File: src/hw/fsmux_regs.svh
// register offsets, fields and reset values of the fan source mux
// assumes an 8-bit register port with byte addresses as printed
`ifndef FSMUX_REGS_SVH
`define FSMUX_REGS_SVH
// Function
// - each of three fan outputs has a 3-bit behaviour field in bits 7:5.
// - codes 000, 001, 010 take duty from remote 1, local, remote 2.
// - code 101 drives the larger of local and remote 2 duty.
// - code 110 drives the largest of all three channel duties.
// - code 011 drives full speed regardless of temperature.
// - code 100 disables the output and is the reset value of each field.
// - code 111 makes the live duty register writable and drive the output.
// - each channel duty is calibrated alone; any channel can start a fan.
// - live duty is 8 bits, linear from 0% to 100% in about 0.39% steps.
// - reading live duty returns the duty actually driven.
// - overtemperature forces full duty even in manual mode.
`define FSMUX_LIVE_DUTY1 8'h30
`define FSMUX_LIVE_DUTY2 8'h31
`define FSMUX_LIVE_DUTY3 8'h32
`define FSMUX_CFG1 8'h5C
`define FSMUX_CFG2 8'h5D
`define FSMUX_CFG3 8'h5E
`define FSMUX_BHV_HI 7
`define FSMUX_BHV_LO 5
`define FSMUX_CFG_RESET 8'h80
`define FSMUX_DUTY_FULL 8'hFF
`define FSMUX_DUTY_OFF 8'h00
`define FSMUX_MANUAL_RESET 8'hFF
`define FSMUX_READ_IDLE 8'h00
`endif

File: src/hw/fsmux_pkg.sv
// types of the fan source mux
// assumes fsmux_regs.svh supplies the numeric constants
package fsmux_pkg;
  typedef enum logic [2:0] {
    FSMUX_REMOTE1 = 3'b000,
    FSMUX_LOCAL = 3'b001,
    FSMUX_REMOTE2 = 3'b010,
    FSMUX_FULL = 3'b011,
    FSMUX_OFF = 3'b100,
    FSMUX_MAX_LR2 = 3'b101,
    FSMUX_MAX_ALL = 3'b110,
    FSMUX_MANUAL = 3'b111
  } fsmux_behavior_t;
  typedef logic [7:0] fsmux_duty_t;
endpackage

File: src/hw/fsmux_top.sv
// behaviour mux choosing the duty source of three fan drive outputs
// assumes channel duties come from per-channel calibration upstream and
// a simple synchronous 8-bit register port
`timescale 1ns/100ps
`include "fsmux_regs.svh"
module fsmux_top #(
  parameter int NUM_FANS = 3
) (
  // clock and reset
  input wire logic CLK,
  input wire logic RST_N,
  // register port
  input wire logic REG_WR,
  input wire logic REG_RD,
  input wire logic [7:0] REG_ADDR,
  input wire fsmux_pkg::fsmux_duty_t REG_WDATA,
  output fsmux_pkg::fsmux_duty_t REG_RDATA,
  // per-channel calculated duty: remote 1, local, remote 2
  input wire fsmux_pkg::fsmux_duty_t REMOTE1_DUTY,
  input wire fsmux_pkg::fsmux_duty_t LOCAL_DUTY,
  input wire fsmux_pkg::fsmux_duty_t REMOTE2_DUTY,
  // overtemperature level
  input wire logic OVERTEMP_SIGNAL,
  // duty driven on each fan drive output, and its enable
  output fsmux_pkg::fsmux_duty_t FAN_DRIVE_OUTPUT [NUM_FANS],
  output logic [NUM_FANS-1:0] FAN_DRIVE_ENABLE
);
  import fsmux_pkg::*;

  // register state
  logic [7:0] cfg [NUM_FANS];
  logic [7:0] next_cfg [NUM_FANS];
  fsmux_duty_t manual [NUM_FANS];
  fsmux_duty_t next_manual [NUM_FANS];

  // drive state
  fsmux_duty_t duty [NUM_FANS];
  fsmux_duty_t next_duty [NUM_FANS];
  logic [NUM_FANS-1:0] enable;
  logic [NUM_FANS-1:0] next_enable;

  // read port state
  fsmux_duty_t rdata;
  fsmux_duty_t next_rdata;

  // decoded behaviour, register hits and mux result per fan
  fsmux_behavior_t bhv [NUM_FANS];
  logic [NUM_FANS-1:0] cfg_hit;
  logic [NUM_FANS-1:0] duty_hit;
  logic [NUM_FANS-1:0] cfg_wr;
  logic [NUM_FANS-1:0] duty_wr;
  logic [NUM_FANS-1:0] manual_mode;
  logic [NUM_FANS-1:0] force_full;
  fsmux_duty_t src_duty [NUM_FANS];
  fsmux_duty_t read_word;

  // shared channel maxima
  fsmux_duty_t max_lr2;
  fsmux_duty_t max_all;

  // each channel is already calibrated on its own, so max picks any demand
  assign max_lr2 = (LOCAL_DUTY > REMOTE2_DUTY) ?
    LOCAL_DUTY : REMOTE2_DUTY;
  assign max_all = (max_lr2 > REMOTE1_DUTY) ?
    max_lr2 : REMOTE1_DUTY;

  function automatic logic [7:0] cfg_addr(input int i);
    cfg_addr = `FSMUX_CFG1 + 8'(i);
  endfunction

  function automatic logic [7:0] duty_addr(input int i);
    duty_addr = `FSMUX_LIVE_DUTY1 + 8'(i);
  endfunction

  // behaviour field split and mode flags
  always_comb begin
    for (int i = 0; i < NUM_FANS; i++) begin
      bhv[i] = fsmux_behavior_t'(cfg[i][`FSMUX_BHV_HI:`FSMUX_BHV_LO]);
      manual_mode[i] = (bhv[i] == FSMUX_MANUAL);
      // fail-safe cooling beats every mode except a disabled output
      force_full[i] = OVERTEMP_SIGNAL && (bhv[i] != FSMUX_OFF);
    end
  end

  // register address decode
  always_comb begin
    for (int i = 0; i < NUM_FANS; i++) begin
      cfg_hit[i] = (REG_ADDR == cfg_addr(i));
      duty_hit[i] = (REG_ADDR == duty_addr(i));
      cfg_wr[i] = REG_WR && cfg_hit[i];
      // writes outside manual mode are dropped without any flag
      duty_wr[i] = REG_WR && duty_hit[i] && manual_mode[i];
    end
  end

  // config group: all 8 bits kept, only the field steers the mux
  always_comb begin
    for (int i = 0; i < NUM_FANS; i++) begin
      next_cfg[i] = cfg[i];
      if (cfg_wr[i]) begin
        next_cfg[i] = REG_WDATA;
      end
    end
  end

  always_ff @(posedge CLK or negedge RST_N) begin
    if (!RST_N) begin
      for (int i = 0; i < NUM_FANS; i++) begin
        cfg[i] <= `FSMUX_CFG_RESET;
      end
    end else begin
      for (int i = 0; i < NUM_FANS; i++) begin
        cfg[i] <= next_cfg[i];
      end
    end
  end

  // manual group: kept apart so automatic modes never disturb it
  always_comb begin
    for (int i = 0; i < NUM_FANS; i++) begin
      next_manual[i] = manual[i];
      if (duty_wr[i]) begin
        next_manual[i] = REG_WDATA;
      end
    end
  end

  always_ff @(posedge CLK or negedge RST_N) begin
    if (!RST_N) begin
      for (int i = 0; i < NUM_FANS; i++) begin
        manual[i] <= `FSMUX_MANUAL_RESET;
      end
    end else begin
      for (int i = 0; i < NUM_FANS; i++) begin
        manual[i] <= next_manual[i];
      end
    end
  end

  // source mux: the duty that the behaviour field asks for
  always_comb begin
    for (int i = 0; i < NUM_FANS; i++) begin
      unique case (bhv[i])
        FSMUX_REMOTE1: src_duty[i] = REMOTE1_DUTY;
        FSMUX_LOCAL: src_duty[i] = LOCAL_DUTY;
        FSMUX_REMOTE2: src_duty[i] = REMOTE2_DUTY;
        FSMUX_FULL: src_duty[i] = `FSMUX_DUTY_FULL;
        FSMUX_OFF: src_duty[i] = `FSMUX_DUTY_OFF;
        FSMUX_MAX_LR2: src_duty[i] = max_lr2;
        FSMUX_MAX_ALL: src_duty[i] = max_all;
        FSMUX_MANUAL: src_duty[i] = manual[i];
      endcase
    end
  end

  // drive group: one register stage between the mux and the pin
  always_comb begin
    for (int i = 0; i < NUM_FANS; i++) begin
      next_duty[i] = src_duty[i];
      if (force_full[i]) begin
        next_duty[i] = `FSMUX_DUTY_FULL;
      end
    end
  end

  always_ff @(posedge CLK or negedge RST_N) begin
    if (!RST_N) begin
      for (int i = 0; i < NUM_FANS; i++) begin
        duty[i] <= `FSMUX_DUTY_OFF;
      end
    end else begin
      for (int i = 0; i < NUM_FANS; i++) begin
        duty[i] <= next_duty[i];
      end
    end
  end

  // enable group: only the disabled code turns the output off
  always_comb begin
    for (int i = 0; i < NUM_FANS; i++) begin
      next_enable[i] = (bhv[i] != FSMUX_OFF);
    end
  end

  always_ff @(posedge CLK or negedge RST_N) begin
    if (!RST_N) begin
      enable <= '0;
    end else begin
      enable <= next_enable;
    end
  end

  // read mux: live duty reads give the driven duty, not the manual value
  always_comb begin
    read_word = `FSMUX_READ_IDLE;
    for (int i = 0; i < NUM_FANS; i++) begin
      if (duty_hit[i]) begin
        read_word = duty[i];
      end
      if (cfg_hit[i]) begin
        read_word = cfg[i];
      end
    end
  end

  // read group: the word is held until the next read strobe
  always_comb begin
    next_rdata = rdata;
    if (REG_RD) begin
      next_rdata = read_word;
    end
  end

  always_ff @(posedge CLK or negedge RST_N) begin
    if (!RST_N) begin
      rdata <= `FSMUX_READ_IDLE;
    end else begin
      rdata <= next_rdata;
    end
  end

  assign FAN_DRIVE_OUTPUT = duty;
  assign FAN_DRIVE_ENABLE = enable;
  assign REG_RDATA = rdata;
endmodule // fsmux_top

File: config.mk
export PLATFORM = sky130hd
export DESIGN_NAME = fsmux_top
export DESIGN_NICKNAME = d
export VERILOG_FILES = /design/src/hw/fsmux_pkg.sv /design/src/hw/fsmux_top.sv
export VERILOG_INCLUDE_DIRS = /design/src /design/src/hw
export SDC_FILE = /design/constraint.sdc
export NUM_CORES = 1
export LEC_CHECK = 0
export CORE_ASPECT_RATIO = 0.8
export CORE_MARGIN = 1
export CORE_UTILIZATION = 35
export CTS_CLUSTER_DIAMETER = 200
export CTS_CLUSTER_SIZE = 16
export DETAILED_ROUTE_END_ITERATION = 16
export DONT_BUFFER_PORTS = 1
export SLEW_MARGIN = 0
export SYNTH_ARGS = -nofsm -noshare
export SYNTH_HDL_FRONTEND = slang
export SYNTH_SLANG_ARGS = --single-unit
File: constraint.sdc
create_clock -name CLK -period 1.9 [get_ports CLK]
set_input_delay 0.38 -clock CLK [delete_from_list [all_inputs] [get_ports CLK]]
set_output_delay 0.38 -clock CLK [all_outputs]
set_load 0.1 [all_outputs]
# Word level (Yosys, flattened, before mapping)
# Cells that the tools add are included.
# op_classes
n_addsub,0
mul,0
div,0
n_lt_le_gt_ge,2
eq_ne,30
shift,0
n_mux,14
n_bitwise,0
n_reduce_logical,15
# op_table
operator,count
8-bit one-hot mux with 8 select lines,3
8-bit two-way mux,11
3-bit == test (second input constant),12
8-bit by 6-bit == test with 1-bit output (second input constant),3
8-bit by 7-bit == test with 1-bit output (second input constant),3
3-bit by 2-bit == test with 1-bit output (second input constant),6
8-bit greater-than comparator,2
1-bit logical AND,12
3-bit by 1-bit == test with 1-bit output (second input constant),3
3-bit zero test,3
3-bit != test (second input constant),3
# totals
regBits,83
latch_bits,0
ramBits,0
rom_bits,0
word_cells,72
memories,0

# Depth between registers and ports, before layout
# logic_depth
word_depth,7
mapped_depth,16
ltp_nobuf,15

# Worst setup path after synthesis
# Ideal clock, no wire load.
# synth_timing
kind,input to register
startpoint,in REMOTE2_DUTY[1]
endpoint,reg duty (netlist bit FAN_DRIVE_OUTPUT[6])
setup_ns,0.145
arrival_ns,3.231
required_time_ns,1.755
slack_ns,-1.476
path_stages,15
path_buffers,0
cell_sequence,inv_1 ha_1 nor2b_1 o211ai_1 a21oi_1 o21ai_4 mux2i_1 inv_1 ha_1 nor2b_1 o211ai_1 a21oi_1 or3_1 a32oi_4 o221ai_1
# synth_lines
item,line,text
"start, declared",fsmux_top.sv:21,"input wire fsmux_pkg::fsmux_duty_t REMOTE2_DUTY,"
"end signal, assigned by index",fsmux_top.sv:169,duty[i] <= `FSMUX_DUTY_OFF;
"end signal, assigned by index",fsmux_top.sv:173,duty[i] <= next_duty[i];
"end, declared",fsmux_top.sv:37,fsmux_duty_t duty [NUM_FANS];

==> flow_summary.yaml <==
outcome:
  run_status: "complete, but fails checks"
  failing_checks: "hold timing, setup timing"
clock_network:
  worstSkewPairLatency_ns: 0.36
  clkSlewWorstSetupHoldPaths_ns: 0.07
  cts_inserted_buffers: 9
  cts.root.buffer_cell: "sky130_fd_sc_hd__clkbuf_16"
  max_h_tree_level: 3
  tritoncts_clock_tree: "yes"
  cts_max_path_buffers: 2
  cts_sinks: 83
setup_path:
  category_of_the_worst_setup_path_capture_point: "register"
  slowest_delay_ns: 0.39
  worst_path_max_delay_cell: "sky130_fd_sc_hd__or3_4"
  worst-endpoint-required_ns: 2.10
  cp.buffers_inverters: 2
  timing.critical_path.cells: "ha_4, nor2b_1, o211ai_1, a21oi_2, o21ai_4, buf_4, mux2i_1, ha_1, nor2b_1, o211ai_1, a21oi_2, or3_4, a32oi_4, buf_12, o2111ai_4"
  path_delay_family: "compound AO/OA/AOI/OAI gates"
  crit_type: "in2reg"
  critical_path_fanouts_max: 5
  cp.arrival_ns: 3.25
  critPathLaunchType: "input pin"
cells_and_area:
  num-nets-final: 718
  diodes: 0
  areaGrowthSynthToFinish_pct: 31.22
  final_layout_size_suffix_gt1_share_pct: 40.48
  layout.core_utilization_pct: 47.30
global_routing:
  global_route_total_overflow: 0
  grt_first_pass_wirelength_um: 31640
  global_route.usage.total_pct: 26.78
  number_of_antenna_violations_at_the_first_check_in_global_routing: 0
  grt_pass1_vias: 5157
  maximum_number_of_pins_on_one_net_before_global_route_repair: 84
timing:
  timing.hold.ws_ns: -0.2915
  layout_worst_path_cycle_share_pct: 160.8
  setup_repair_after_global_routing_missed_its_margin: "true"
  tightestPinTransition_ns: 0.5015
  max_freq_mhz: 327.3
  finClkSkew_ns: 0.01115
  finalHoldViolations: 83
  setup_violators_final: 24
  final_max_slew_viol_count: 0
  fin_crit_ns: 3.055
  relSlewSlack_pct: 66.53
  setup_slack_after_layout_ns: -1.155
logic_synthesis:
  synth-xor-area-share_pct: 0.1613
  asyncSetResetFlopFracSynth_pct: 100.0
  syn_area_um2: 5430
  synth_compound_area_share_pct: 26.47
  synth.net_count: 640
  post_synth_inst_count: 579
  synth.ff_latch_count: 83
  synth-adder-area-share_pct: 3.687
  yosys.area_share.simple_pct: 13.69
  ys_types: 57
  postSynthAreaPerCell_um2: 9.379
  yosysWarningCount: 0
  seq_area_frac_synth_pct: 38.87
  yosysTopAreaCell: "sky130_fd_sc_hd__dfrtp_1"
  synth_top_family_by_area: "compound AO/OA/AOI/OAI gates"
  muxShareOfSynthArea_pct: 11.20
  yosys_top_cell_area_share_pct: 25.81
  yosys-top-cells-area: "sky130_fd_sc_hd__dfrtp_1, sky130_fd_sc_hd__dfstp_2, sky130_fd_sc_hd__mux2_2"
  dominantRegCellSynth: "sky130_fd_sc_hd__dfrtp_1"
  synth_edf_count: 0
route:
  drt_drc_violations_left: 0
  route.detailed.vias_per_inst: 6.064
  wl_per_cell_um: 24.40
  num_vias: 5288
  first_pass_iters: 7
  routed_wl_um: 21270
  dr.first_iter.drc_count: 552
  drtAntennaViolNets: 0
floorplan:
  floorplan.die.height_um: 113.4
  placement_rows: 40
  top_level_ports: 80
  initial_utilization_pct: 36.05
  design.die.area_um2: 16020
  core-area_um2: 15060
  die-width_um: 141.3
worst_hold_path:
  hp-class: "in2async"
pwr:
  vdd_ir_drop_max_uv: 534.6
  p_leak_nw: 2.850
  powerDensity_nw_per_um2: 757.8
run:
  max_cap_violations: 0
placed_design:
  place.detailed.hpwl_um: 15840
  port_buffers: 0
  final_wtd_congestion: 0.9559
==> path summary, 6_finish.rpt <==
check | start | end | slack (ns) | depth (start not counted)
worst max-delay path | LOCAL_DUTY[1] | FAN_DRIVE_OUTPUT[4] | -1.16 | 15
worst min-delay path | RST_N | REG_RDATA[4] | -0.29 | 0
worst max register to register | bhv[4] | FAN_DRIVE_OUTPUT[9] | 0.02 | 6
worst min register to register | cfg[2] | cfg[2] | 0.50 | 1
max in group asynchronous | RST_N | manual[16] | 1.95 | 0
min in group CLK | REG_RD | REG_RDATA[4] | 0.12 | 1
==> area by class of cell <==
cell class	count	area, um^2
timing repair buffer	112	899.6
clock inverter	7	100.1
multi-input combinational	412	3373
sequential	83	2111
clock buffer	9	225.2
tap	210	262.8
fill	1404	7939
inverter	39	153.9
==> sequential cells by signal, summed over array words and instances (netlist names) <==
name and count:
manual 24, FAN_DRIVE_OUTPUT 24, bhv 9, FAN_DRIVE_ENABLE 3, cfg 15, REG_RDATA 8
==> through the flow <==
| stage | power [mW] | setup TNS [ns] | area (um^2) | std cells | setup slack, ns |
|---|---|---|---|---|---|
| 2_1_floorplan | 2.888 | -31.30 | 5473 | 579 | -1.354 |
| 3_3_place_gp | 3.296 | -34.78 | 6371 | 847 | -1.529 |
| 3_5_place_dp | 3.302 | -37.55 | 6371 | 847 | -1.642 |
| 4_1_cts | 5.304 | -25.37 | 6977 | 867 | -1.147 |
| 5_1_grt | 5.564 | -29.10 | 7126 | 872 | -1.276 |
| 6_report | 5.400 | -26.04 | 7126 | 872 | -1.155 |
==> power by group <==
part	leakage (nW)	internal (mW)	total, mW	switching (mW)
sequential	0.938	1.86	1.94	0.0888
combinational	1.76	0.524	1.54	1.02
clock	0.148	1.16	1.92	0.759
==> repair_timing <==
| item | CTS | global route |
|---|---|---|
| cloned | 0 | 2 |
| pin swaps | 17 | 12 |
| gates resized for setup | 37 | 18 |
| setup endpoints to repair | 24 | 24 |
| setup buffers | 4 | 3 |
| hold endpoints to repair | 83 | 83 |
==> logic make-up after synthesis <==
family | count (synthesis)
buffers and inverters | 84
DFF | 83
muxes | 55
and+or+nand+nor | 142
xor gates and xnor gates | 1
adders and majority gates | 16
AOI/OAI and AO/OA | 198
==> synth_stat cells, drive strengths merged (2+ instances only) <==
cell type and instances:
nand4 23, o2bb2ai 6, a31oi 2, a21oi 68, o22ai 25, a211oi 2
o21ai 14, nor2b 7, a22o 7, nand2b 2, clkbuf 33, a221oi 8
or2 3, and3 2, nand3 3, o32ai 2, o221ai 9, o22a 6
nand2 47, a32oi 2, buf 12, dfrtp 56, clkinv 2, ha 16
inv 37, o31ai 14, mux2 46, nor3 6, o211ai 3, nor2 44
or3 2, a21boi 2, dfstp 27, o21a 10, o2111ai 14, mux2i 9
==> metal layers <==
metal  GRT usage, %  up-vias  wire length [um]
met3          8.732       48              2586
met5              0        -                 0
met4          7.319        0               445
met2          39.14      325              8985
met1          37.73     2607              9256
li1               -     2308                 -
==> layout by cell type (no fill, tap or decap), types with 3 or more instances in the layout <==
cell,synthesis,routed
sky130_fd_sc_hd__o2bb2ai_1,6,6
sky130_fd_sc_hd__o2111ai_2,0,8
sky130_fd_sc_hd__nand2_1,45,44
sky130_fd_sc_hd__ha_4,0,6
sky130_fd_sc_hd__o21ai_0,13,12
sky130_fd_sc_hd__nor2b_1,5,5
sky130_fd_sc_hd__ha_1,16,10
sky130_fd_sc_hd__clkinvlp_4,0,3
sky130_fd_sc_hd__o2111ai_4,0,4
sky130_fd_sc_hd__a21oi_1,68,62
sky130_fd_sc_hd__clkbuf_16,0,9
sky130_fd_sc_hd__nor3_4,3,3
sky130_fd_sc_hd__buf_6,0,3
sky130_fd_sc_hd__buf_4,0,104
sky130_fd_sc_hd__nor2_1,43,43
sky130_fd_sc_hd__inv_1,36,34
sky130_fd_sc_hd__a21oi_2,0,6
sky130_fd_sc_hd__o22ai_1,25,24
sky130_fd_sc_hd__mux2_2,42,42
sky130_fd_sc_hd__mux2_1,4,4
sky130_fd_sc_hd__dfrtp_1,56,56
sky130_fd_sc_hd__nand4_1,22,22
sky130_fd_sc_hd__a22o_1,7,7
sky130_fd_sc_hd__o21a_1,10,10
sky130_fd_sc_hd__o31ai_1,13,13
sky130_fd_sc_hd__o22a_1,6,6
sky130_fd_sc_hd__mux2i_2,0,3
sky130_fd_sc_hd__o221ai_2,0,5
sky130_fd_sc_hd__o211ai_1,3,3
sky130_fd_sc_hd__a221oi_2,8,8
sky130_fd_sc_hd__o221ai_1,9,3
sky130_fd_sc_hd__mux2i_4,0,4
sky130_fd_sc_hd__buf_12,0,4
sky130_fd_sc_hd__dfstp_2,27,27
Power figures use the tool's default switching activity.
